===== src/rtl/ccs_params.svh =====
// Constants for the clock output select and stop control block
`ifndef CCS_PARAMS_SVH
`define CCS_PARAMS_SVH

// Two-wire target addresses
`define CCS_ADDR_WR   8'hd2
`define CCS_ADDR_RD   8'hd3

// Tri-level select codes from the level comparator
`define CCS_LVL_LO    2'h0
`define CCS_LVL_MID   2'h1
`define CCS_LVL_HI    2'h2

// Low select bits that pick test mode at the middle level
`define CCS_LOW_TEST  2'h1

// Serial control reset values
`define CCS_CTL0_RST  3'h0
`define CCS_CTL1_RST  7'h07
`define CCS_CTL2_RST  8'h7f
`define CCS_CTL3_RST  8'h01

// Field positions in the stored control bytes
`define CCS_C0_SPREAD 2
`define CCS_C0_PDTRI  1
`define CCS_C0_SEL48  0
`define CCS_C2_REFLO  7
`define CCS_C3_STOP   0

// Width of the input synchroniser bank
`define CCS_SYNC_W    16
`endif


===== src/rtl/ccs_pkg.sv =====
// Types shared by the clock output select and stop control block
package ccs_pkg;
  typedef enum logic [1:0] {HF_66, HF_100, HF_200, HF_133} ccs_host_freq_t;
  typedef enum logic [1:0] {MD_BYPASS, MD_FIXED, MD_HIZ, MD_TEST} ccs_mode_t;
  typedef enum logic [2:0] {SM_IDLE, SM_ADDR, SM_CMD, SM_CNT, SM_WDAT, SM_RDAT} ccs_ser_t;
endpackage


===== src/rtl/ccs_sync2.sv =====
// Two-flop synchroniser bank for pins entering the reference clock domain
`timescale 1ns/1ps
`include "ccs_params.svh"
module ccs_sync2 (
  input  wire logic                   ref_clk,
  input  wire logic                   nrst,
  input  wire logic [`CCS_SYNC_W-1:0] d,
  output logic      [`CCS_SYNC_W-1:0] q
);
  logic [`CCS_SYNC_W-1:0] meta_q;

  // First stage feeds only the second stage
  always_ff @(posedge ref_clk or negedge nrst) begin
    if (!nrst) begin
      meta_q <= '0;
      q      <= '0;
    end else begin
      meta_q <= d;
      q      <= meta_q;
    end
  end
endmodule


===== src/rtl/ccs_gate.sv =====
// Glitch-free stop gate for a group of clock outputs sharing one source
`timescale 1ns/1ps
module ccs_gate #(
  parameter int   N        = 1,
  parameter logic STOP_LVL = 1'b0
) (
  input  wire logic         ref_clk,
  input  wire logic         nrst,
  input  wire logic         src,
  input  wire logic [N-1:0] run,
  input  wire logic         frc,
  input  wire logic         frc_val,
  output logic      [N-1:0] out
);
  logic [N-1:0] en_q;

  // Source level and gated value
  wire         at_stop = (src == STOP_LVL);
  wire [N-1:0] gated   = (en_q & {N{src}}) | (~en_q & {N{STOP_LVL}});

  always_ff @(posedge ref_clk or negedge nrst) begin
    if (!nrst) begin
      en_q <= '0;
      out  <= '0;
    end else begin
      if (at_stop) en_q <= run;
      out <= frc ? {N{frc_val}} : gated;
    end
  end
endmodule


===== src/rtl/ccs_clock_ctrl.sv =====
// Select decode, select latch, stop and power-down control, two-wire target
`timescale 1ns/1ps
`include "ccs_params.svh"

// Notes on behaviour
// - Low or high tri-level: low select bits choose host clock 66/100/200/133.
// - High tri-level: shared pin is 66 input, buffered copies, PCI at half.
// - Low tri-level: shared pin and buffered outputs fixed 66, PCI fixed 33.
// - Middle level: 00 tri-states all outputs, 01 divides test clock per group.
// - Middle tri-level seen at power-up latches as a 0.
// - Selects and multiplier latch while qualifier is low, held otherwise.
// - Power-down stops all outputs and the PCI divider; serial interface keeps running.
// - PCI stop low holds seven PCI clocks low synchronously; free ones excepted.
// - Three serial bits make each free-capable PCI clock free or stoppable.
// - Host stop holds true halves high and complement halves low.
// - Serial bit picks 48 (1) or 66 (0, default) on selectable output.
// - PCI clocks derive from whichever 66 source is active.
// - Reference output is a buffered copy of the crystal input.
// - USB and dot outputs fixed at 48 outside test and tri-state.
// - Dedicated 66 output fixed outside test and tri-state.
// - Serial data sampled as input, driven open-drain only to ack or send.
// - Target answers only write address D2, read address D3; values retained.
// - Effective PCI stop is AND of pin and internal serial bit.
// - Power-down host: bit 0 true high comp low, bit 1 tri-state.
module ccs_clock_ctrl (
  input  wire logic       ref_clk,
  input  wire logic       nrst,
  input  wire logic       crystal_in,
  input  wire logic       host_pll_clk,
  input  wire logic       pll_66_clk,
  input  wire logic       pll_48_clk,
  input  wire logic [1:0] tri_level_select,
  input  wire logic [1:0] freq_select,
  input  wire logic       current_multiplier_select,
  input  wire logic       select_latch_qualifier_n,
  input  wire logic       power_down_n,
  input  wire logic       host_clock_stop_n,
  input  wire logic       periph_clock_stop_n,
  input  wire logic       serial_clock,
  input  wire logic       serial_data_line_in,
  output logic            serial_data_line_out,
  output logic            serial_data_line_oe,
  input  wire logic       bypass_66_in_or_out_in,
  output logic            bypass_66_in_or_out_out,
  output logic            bypass_66_in_or_out_oe,
  output logic [1:0]      host_freq_code,
  output logic            current_multiplier_latched,
  output logic            spread_enable,
  output logic            ref_low_strength,
  output logic [2:0]      host_clock_true,
  output logic [2:0]      host_clock_comp,
  output logic            host_clock_oe,
  output logic [6:0]      periph_clock_out,
  output logic [2:0]      periph_free_clock_out,
  output logic            fixed_66_out,
  output logic            selectable_66_48_out,
  output logic [2:0]      buffered_66_outs,
  output logic            usb_48_out,
  output logic            dot_48_out,
  output logic            ref_out,
  output logic            clock_outs_oe
);

  // ****************************************
  // Input synchronisers
  // ****************************************
  logic [`CCS_SYNC_W-1:0] pins_s;

  ccs_sync2 u_sync (
    .ref_clk (ref_clk),
    .nrst    (nrst),
    .d       ({serial_clock, serial_data_line_in, power_down_n, host_clock_stop_n,
               periph_clock_stop_n, select_latch_qualifier_n, current_multiplier_select,
               tri_level_select, freq_select, crystal_in, host_pll_clk, pll_66_clk,
               pll_48_clk, bypass_66_in_or_out_in}),
    .q       (pins_s)
  );

  // Named views of the synchronised pins
  wire       scl_s   = pins_s[15];
  wire       sda_s   = pins_s[14];
  wire       run_s   = pins_s[13];
  wire       hstop_s = pins_s[12];
  wire       pstop_s = pins_s[11];
  wire       qual_s  = pins_s[10];
  wire       mult_s  = pins_s[9];
  wire [1:0] lvl_s   = pins_s[8:7];
  wire [1:0] lo_s    = pins_s[6:5];
  wire       xtal_s  = pins_s[4];
  wire       hpll_s  = pins_s[3];
  wire       p66_s   = pins_s[2];
  wire       p48_s   = pins_s[1];
  wire       byp_s   = pins_s[0];

  // ****************************************
  // Select latch and mode decode
  // ****************************************
  logic [1:0] lvl_q;
  logic [1:0] lo_q;
  logic       mult_q;
  logic       pup_q;
  logic [1:0] fill_q;

  wire [1:0] lvl_pup = (lvl_s == `CCS_LVL_MID) ? `CCS_LVL_LO : lvl_s;

  always_ff @(posedge ref_clk or negedge nrst) begin
    if (!nrst) begin
      lvl_q  <= `CCS_LVL_LO;
      lo_q   <= 2'h0;
      mult_q <= 1'b0;
      pup_q  <= 1'b0;
      fill_q <= 2'h0;
    end else if (!fill_q[1]) begin
      // Synchronisers still show reset zeros, so wait before the power-up capture
      fill_q <= {fill_q[0], 1'b1};
    end else if (!pup_q) begin
      lvl_q  <= lvl_pup;
      lo_q   <= lo_s;
      mult_q <= mult_s;
      pup_q  <= 1'b1;
    end else if (!qual_s) begin
      lvl_q  <= lvl_s;
      lo_q   <= lo_s;
      mult_q <= mult_s;
    end
  end

  // Middle level with unlisted low bits falls back to tri-state, the safe choice
  function automatic ccs_pkg::ccs_mode_t mode_of(input logic [1:0] lvl, input logic [1:0] lo);
    if (lvl == `CCS_LVL_MID)
      return (lo == `CCS_LOW_TEST) ? ccs_pkg::MD_TEST : ccs_pkg::MD_HIZ;
    else if (lvl == `CCS_LVL_LO)
      return ccs_pkg::MD_FIXED;
    else
      return ccs_pkg::MD_BYPASS;
  endfunction

  ccs_pkg::ccs_mode_t mode;
  assign mode = mode_of(lvl_q, lo_q);

  // Mode flags
  wire tst = (mode == ccs_pkg::MD_TEST);
  wire byp = (mode == ccs_pkg::MD_BYPASS);
  wire hiz = (mode == ccs_pkg::MD_HIZ);

  // host rate code to the PLL
  assign host_freq_code             = lo_q;
  assign current_multiplier_latched = mult_q;

  // ****************************************
  // Dividers
  // ****************************************
  logic       xtal_d_q;
  logic [2:0] tdiv_q;
  logic       a66_d_q;
  logic       pdiv_q;

  wire a66       = byp ? byp_s : p66_s;
  wire xtal_rise = xtal_s & ~xtal_d_q;
  wire a66_rise  = a66 & ~a66_d_q;

  always_ff @(posedge ref_clk or negedge nrst) begin
    if (!nrst) begin
      xtal_d_q <= 1'b0;
      tdiv_q   <= 3'h0;
    end else begin
      xtal_d_q <= xtal_s;
      if (!tst) tdiv_q <= 3'h0;
      else if (xtal_rise) tdiv_q <= tdiv_q + 3'h1;
    end
  end

  // PCI at half of 66 source
  always_ff @(posedge ref_clk or negedge nrst) begin
    if (!nrst) begin
      a66_d_q <= 1'b0;
      pdiv_q  <= 1'b0;
    end else begin
      a66_d_q <= a66;
      if (!run_s) pdiv_q <= 1'b0;
      else if (a66_rise) pdiv_q <= ~pdiv_q;
    end
  end

  // ****************************************
  // Source selection
  // ****************************************
  logic [2:0] ctl0_q;
  logic [6:0] ctl1_q;
  logic [7:0] ctl2_q;
  logic [7:0] ctl3_q;

  wire src_host = tst ? tdiv_q[0] : hpll_s;
  wire src_66   = tst ? tdiv_q[1] : p66_s;
  wire src_b66  = tst ? tdiv_q[1] : a66;
  wire src_pci  = tst ? tdiv_q[2] : pdiv_q;
  wire src_48   = tst ? tdiv_q[0] : p48_s;
  // 48 or 66 by serial bit
  wire src_sel  = tst ? tdiv_q[1] : (ctl0_q[`CCS_C0_SEL48] ? p48_s : p66_s);

  // ****************************************
  // Fixed outputs and enables
  // ****************************************
  // outputs stop low in power-down
  always_ff @(posedge ref_clk or negedge nrst) begin
    if (!nrst) begin
      fixed_66_out            <= 1'b0;
      selectable_66_48_out    <= 1'b0;
      buffered_66_outs        <= 3'h0;
      bypass_66_in_or_out_out <= 1'b0;
      usb_48_out              <= 1'b0;
      dot_48_out              <= 1'b0;
      ref_out                 <= 1'b0;
    end else begin
      fixed_66_out            <= run_s & src_66;
      selectable_66_48_out    <= run_s & src_sel;
      buffered_66_outs        <= {3{run_s & src_b66}};
      bypass_66_in_or_out_out <= run_s & src_b66;
      usb_48_out              <= run_s & src_48;
      dot_48_out              <= run_s & src_48;
      ref_out                 <= run_s & xtal_s;
    end
  end

  always_ff @(posedge ref_clk or negedge nrst) begin
    if (!nrst) begin
      clock_outs_oe          <= 1'b0;
      bypass_66_in_or_out_oe <= 1'b0;
      host_clock_oe          <= 1'b0;
    end else begin
      clock_outs_oe          <= ~hiz;
      bypass_66_in_or_out_oe <= ~hiz & ~byp;
      host_clock_oe          <= ~hiz & ~(~run_s & ctl0_q[`CCS_C0_PDTRI]);
    end
  end

  // ****************************************
  // Stop gating
  // ****************************************
  // host stop unless free
  wire [2:0] host_run = ({3{hstop_s}} | ctl1_q[5:3]) & ctl1_q[2:0];
  wire       pstop_eff_n = pstop_s & ctl3_q[`CCS_C3_STOP];
  wire [6:0] pci_run  = {7{pstop_eff_n}} & ctl2_q[6:0];
  wire [2:0] pcif_run = {3{pstop_eff_n}} | ctl3_q[5:3];

  // Power-down forces host true high so the PLL can stop cleanly
  ccs_gate #(.N(3), .STOP_LVL(1'b1)) u_host_t (
    .ref_clk (ref_clk),
    .nrst    (nrst),
    .src     (src_host),
    .run     (host_run),
    .frc     (~run_s),
    .frc_val (1'b1),
    .out     (host_clock_true)
  );

  ccs_gate #(.N(3), .STOP_LVL(1'b0)) u_host_c (
    .ref_clk (ref_clk),
    .nrst    (nrst),
    .src     (~src_host),
    .run     (host_run),
    .frc     (~run_s),
    .frc_val (1'b0),
    .out     (host_clock_comp)
  );

  ccs_gate #(.N(7), .STOP_LVL(1'b0)) u_pci (
    .ref_clk (ref_clk),
    .nrst    (nrst),
    .src     (src_pci),
    .run     (pci_run),
    .frc     (~run_s),
    .frc_val (1'b0),
    .out     (periph_clock_out)
  );

  ccs_gate #(.N(3), .STOP_LVL(1'b0)) u_pcif (
    .ref_clk (ref_clk),
    .nrst    (nrst),
    .src     (src_pci),
    .run     (pcif_run),
    .frc     (~run_s),
    .frc_val (1'b0),
    .out     (periph_free_clock_out)
  );

  // ****************************************
  // Two-wire target, alive through power-down
  // ****************************************
  ccs_pkg::ccs_ser_t st_q;
  logic [3:0] bit_q;
  logic [7:0] sh_q;
  logic [7:0] tx_q;
  logic [2:0] idx_q;
  logic       oe_q;
  logic       scl_d_q;
  logic       sda_d_q;

  // Bus events
  wire scl_rise  = scl_s & ~scl_d_q;
  wire scl_fall  = ~scl_s & scl_d_q;
  wire start     = scl_s & scl_d_q & sda_d_q & ~sda_s;
  wire stop      = scl_s & scl_d_q & ~sda_d_q & sda_s;
  wire byte_done = (bit_q == 4'h8);
  wire rd_st     = (st_q == ccs_pkg::SM_RDAT);
  wire acking    = !rd_st && (st_q != ccs_pkg::SM_IDLE);
  wire addr_hit  = (sh_q == `CCS_ADDR_WR) || (sh_q == `CCS_ADDR_RD);
  wire ack_fall  = scl_fall && byte_done;
  wire wr_en     = ack_fall && (st_q == ccs_pkg::SM_WDAT) && !idx_q[2];

  // Read-back bytes; status bits are live
  function automatic logic [7:0] rb(input logic [2:0] i);
    case (i)
      3'h0:    rb = {ctl0_q, hstop_s, pstop_eff_n, lvl_q[1], lo_q};
      3'h1:    rb = {mult_q, ctl1_q};
      3'h2:    rb = ctl2_q;
      3'h3:    rb = ctl3_q;
      default: rb = 8'hff;
    endcase
  endfunction

  // Edge history
  always_ff @(posedge ref_clk or negedge nrst) begin
    if (!nrst) begin
      scl_d_q <= 1'b1;
      sda_d_q <= 1'b1;
    end else begin
      scl_d_q <= scl_s;
      sda_d_q <= sda_s;
    end
  end

  always_ff @(posedge ref_clk or negedge nrst) begin
    if (!nrst) begin
      st_q  <= ccs_pkg::SM_IDLE;
      bit_q <= 4'h0;
      sh_q  <= 8'h00;
      tx_q  <= 8'h00;
      idx_q <= 3'h0;
      oe_q  <= 1'b0;
    end else if (start) begin
      st_q  <= ccs_pkg::SM_ADDR;
      bit_q <= 4'h0;
      oe_q  <= 1'b0;
    end else if (stop) begin
      st_q <= ccs_pkg::SM_IDLE;
      oe_q <= 1'b0;
    end else if (st_q != ccs_pkg::SM_IDLE) begin
      if (scl_rise && !byte_done) begin
        sh_q  <= {sh_q[6:0], sda_s};
        bit_q <= bit_q + 4'h1;
      end else if (scl_rise) begin
        bit_q <= 4'h0;
        // Host not-acknowledge ends a read
        if (rd_st && sda_s) st_q <= ccs_pkg::SM_IDLE;
      end else if (ack_fall) begin
        oe_q <= acking && ((st_q != ccs_pkg::SM_ADDR) || addr_hit);
        unique case (st_q)
          ccs_pkg::SM_ADDR: begin
            st_q  <= !addr_hit ? ccs_pkg::SM_IDLE :
                     sh_q[0] ? ccs_pkg::SM_RDAT : ccs_pkg::SM_CMD;
            tx_q  <= rb(3'h0);
            idx_q <= 3'h1;
          end
          ccs_pkg::SM_CMD: st_q <= ccs_pkg::SM_CNT;
          ccs_pkg::SM_CNT: begin
            st_q  <= ccs_pkg::SM_WDAT;
            idx_q <= 3'h0;
          end
          ccs_pkg::SM_WDAT: idx_q <= idx_q[2] ? idx_q : idx_q + 3'h1;
          ccs_pkg::SM_RDAT: begin
            tx_q  <= rb(idx_q);
            idx_q <= idx_q[2] ? idx_q : idx_q + 3'h1;
          end
          default: st_q <= ccs_pkg::SM_IDLE;
        endcase
      end else if (scl_fall) begin
        // Open drain: pull low only for a zero
        oe_q <= rd_st && !tx_q[7];
        if (rd_st) tx_q <= {tx_q[6:0], 1'b0};
      end
    end
  end

  assign serial_data_line_oe  = oe_q;
  assign serial_data_line_out = 1'b0;

  always_ff @(posedge ref_clk or negedge nrst) begin
    if (!nrst) begin
      ctl0_q <= `CCS_CTL0_RST;
      ctl1_q <= `CCS_CTL1_RST;
      ctl2_q <= `CCS_CTL2_RST;
      ctl3_q <= `CCS_CTL3_RST;
    end else if (wr_en) begin
      case (idx_q[1:0])
        2'h0:    ctl0_q <= sh_q[7:5];
        2'h1:    ctl1_q <= sh_q[6:0];
        2'h2:    ctl2_q <= sh_q;
        default: ctl3_q <= sh_q;
      endcase
    end
  end

  assign spread_enable    = ctl0_q[`CCS_C0_SPREAD];
  assign ref_low_strength = ctl2_q[`CCS_C2_REFLO];
endmodule


===== config.mk =====
export PLATFORM = sky130hd
export DESIGN_NAME = ccs_clock_ctrl
export DESIGN_NICKNAME = d
export VERILOG_FILES = /design/src/rtl/ccs_pkg.sv /design/src/rtl/ccs_sync2.sv /design/src/rtl/ccs_gate.sv /design/src/rtl/ccs_clock_ctrl.sv
export VERILOG_INCLUDE_DIRS = /design/src /design/src/rtl
export SDC_FILE = /design/constraint.sdc
export NUM_CORES = 1
export LEC_CHECK = 0
export ABC_CLOCK_PERIOD_IN_PS = 6500
export BUFFER_PORTS_ARGS = -buffer_cell sky130_fd_sc_hd__buf_2
export CAP_MARGIN = 20
export CORE_MARGIN = 2
export CORE_UTILIZATION = 26
export DETAILED_ROUTE_END_ITERATION = 6
export PLACE_DENSITY = 0.46
export REMOVE_ABC_BUFFERS = 1
export SETUP_SLACK_MARGIN = 0.1
export SYNTH_ARGS = -nofsm -noshare
export SYNTH_HDL_FRONTEND = slang
export SYNTH_SLANG_ARGS = --single-unit

===== constraint.sdc =====
create_clock -name ref_clk -period 6.5 [get_ports ref_clk]
set_clock_uncertainty 0.2 [all_clocks]
set_input_delay 1.3 -clock ref_clk [delete_from_list [all_inputs] [get_ports ref_clk]]
set_output_delay 1.3 -clock ref_clk [all_outputs]
set_load 0.03 [all_outputs]

==> metrics.cfg <==
[logic_synthesis]
avgSynthCellArea_um2 = 12.3
ys.flop_type = dfrtp_1
synth_enable_flop_cells = 0
ys_types = 57
synth-simple-area-share_pct = 12.2
ys_seq_elements = 138
yosysSeqAreaShare_pct = 62.3
synth.area.mux_share_pct = 9.17
ys.warnings.count = 0
synth_area_um2 = 5570
netlist_instances = 453
synth_compound_area_share_pct = 10.9
synth_top_family_by_area = simple AND/OR/NAND/NOR gates
ys_async_sr_fraction_pct = 100
synth_xor_area_share_pct = 0.472
synth_fa_ha_area_share_pct = 1.57

[routing]
viasPerCell = 4.63
wl_um = 12500
routed-wl-met3_um = 615
wl_per_cell_um = 15.9
drtIter0Drc = 253
top_layer = met4
vias = 3638
drt-pass1-iter-count = 6
ant_nets = 0
remaining_drc_errors = 0
met2_length_um = 5890
met1_length_um = 5710

[die]
core-area_um2 = 21000
boundaryPins = 53
die_area_um2 = 22600
start_util_pct = 26.5
die_x_um = 150
dieHeight_um = 150
fp-row-count = 53

[critical_path]
cp_max_fo = 5
path_class = register to primary output
startpoint_type = register
critPathMaxStageDelay_ns = 0.50
crit_chain = buf_2
cp_slowest_cell = dfrtp_1
worstPathArrival_ns = 1.19
path_buf_inv = 1
critPathTopFamily = flip-flops
endpoint_kind = primary output
crit_required_ns = 5.00

[sta]
hold_slack_ns = 0.144
worst_slew_pin_slew_ns = 1.06
finalCriticalPeriod_ns = 2.69
setup_viol_count_final = 0
hold_viol = 0
period_share_pct = 41.4
rsz0062_at_grt = no
max_freq_mhz = 371
slew_viol_final = 0
fin_tns_setup_ns = 0
maxSlewHeadroom_pct = 29.1

[power_and_ir_drop]
p_leak_nw = 2.97
power_density_nw_per_um2 = 291
peakVddDrop_v = 0.000195

[clock_network]
ctsHoldBuffers = 0
post_cts_resize_count = 0
cts_tree = done
clk_root_buffer_cell = clkbuf_16
h-tree-depth = 4
post-cts-setup-buffers = 0
clock_latency_ns = 0.43
clkSlewWorstSetupHoldPaths_ns = 0.06
cts_buffers = 17
clock_path_buffers = 2
clkSinkCount = 138

[final_layout]
drive_gt1_share_pct = 27.8
diodes = 0
fin_nets = 522
area_growth_pct = 19.3
final_area_um2 = 6640

[grt]
grt_pass1_vias = 3763
track_usage_pct = 11.9
grt_max_degree = 73
antenna_found_initial = 0
grt_overflow = 0
grt_pass1_wl_um = 20200

[placement]
io_buffers = 51
hpwl_um = 8190
routabilityCongestion = 0.748
dpl_cell_area_um2 = 6050

[outcome]
outcome = finished clean

[worst_hold_path]
holdCritPathClass = register to register

[job]
maxCapViolations = 0

==> sequential cells by signal, summed over array words and instances (netlist names), 4 cells and up <==
| name | cells |
|---|---|
| u_sync.meta_q | 16 |
| u_sync.q | 16 |
| ctl2_q | 8 |
| ctl3_q | 8 |
| sh_q | 8 |
| tx_q | 8 |
| ctl1_q | 7 |
| u_pci.en_q | 7 |
| u_pci.out | 7 |
| bit_q | 4 |
==> worst register-to-register path: stages (launching register included) <==
cell,delay [ns]
dfrtp_1,0.42
inv_1,0.12
ha_1,0.39
or4_1,0.70
a31oi_1,0.26
a211oi_1,0.09
o31ai_1,0.26
==> cell usage in the layout (no fill, tap or decap), types with 4 or more instances in the layout <==
cell / instances
dfrtp_1: 125
ha_1: 7
nand2_1: 40
a222oi_1: 8
nor2_1: 24
inv_1: 12
clkinvlp_4: 4
a31oi_1: 10
nor2b_1: 6
buf_2: 50
dfstp_2: 13
a211oi_1: 7
a21oi_1: 6
nand3b_1: 4
o31ai_1: 9
o211ai_1: 5
mux2_2: 40
nand3_1: 7
mux2i_1: 6
and3_1: 13
clkbuf_16: 17
o21ai_0: 27
nand2b_1: 7
==> metrics by stage <==
| stage | setup WS (ns) | instances | util, % | total power [W] |
|---|---|---|---|---|
| 3_5_place_dp | 3.54 | 753 | 28.8 | 0.000990 |
| 2_1_floorplan | 4.00 | 426 | - | 0.000945 |
| 3_3_place_gp | 3.58 | 753 | 28.8 | 0.000989 |
| 5_1_grt | 3.76 | 785 | 31.6 | 0.00201 |
| 4_1_cts | 3.76 | 785 | 31.6 | 0.00197 |
| 6_report | 3.81 | 785 | 31.6 | 0.00193 |
==> final timing paths <==
check | from | end | slack (ns) | cells after the start
min in group asynchronous | nrst | bit_q[0] | 0.66 | 1
max in group asynchronous | nrst | u_pci.out[6] | 4.11 | 2
setup / recovery | host_freq_code[1] | host_freq_code[1] | 3.81 | 1
hold reg to reg | u_sync.meta_q[9] | u_sync.q[9] | 0.14 | 0
setup reg to reg | idx_q[0] | tx_q[3] | 3.95 | 6
hold / removal | u_sync.meta_q[9] | u_sync.q[9] | 0.14 | 0
==> layer usage <==
metal  vias up  track usage (%)
met4         0             5.47
li1       1706                -
met3        19             3.42
met2        97             18.1
met1      1816             15.7
met5         -                0
==> Yosys cell counts, types with 5 or more instances <==
library cell	n	area share, %
a211oi_1	7	0.94
a21oi_1	6	0.54
a222oi_1	8	1.4
a31oi_1	10	1.1
and3_1	13	1.5
buf_2	10	0.90
buf_4	5	0.67
clkbuf_1	11	0.74
dfrtp_1	125	56
dfstp_2	13	6.1
ha_1	7	1.6
inv_1	12	0.81
mux2_2	40	8.1
mux2i_1	6	1.1
nand2_1	40	2.7
nand2b_1	7	0.79
nand3_1	7	0.63
nor2_1	24	1.6
nor2b_1	6	0.67
o211ai_1	5	0.67
o21ai_0	27	2.4
o31ai_1	9	1.2
==> cell families after synthesis <==
logic type	count (synthesis)
compound gates	89
simple gates	129
buf+inv	40
mux	46
flops	138
xor+xnor	3
other cells	1
fa+ha+maj	7
==> report_power, final <==
group | internal [W] | switching, W
registers | 0.000880 | 0.0000160
logic | 0.0000219 | 0.0000544
clock network | 0.000586 | 0.000376
total | 0.00149 | 0.000446
==> cell type report <==
cell class	instances	area [um2]
fillers	2111	14400
multi-input cells	275	1910
repair buffers	52	269
clock buffers	19	453
inverters	13	48.8
well taps	275	344
clock inverters	13	144
flip-flops and latches	138	3470
Power figures use the tool's default switching activity.
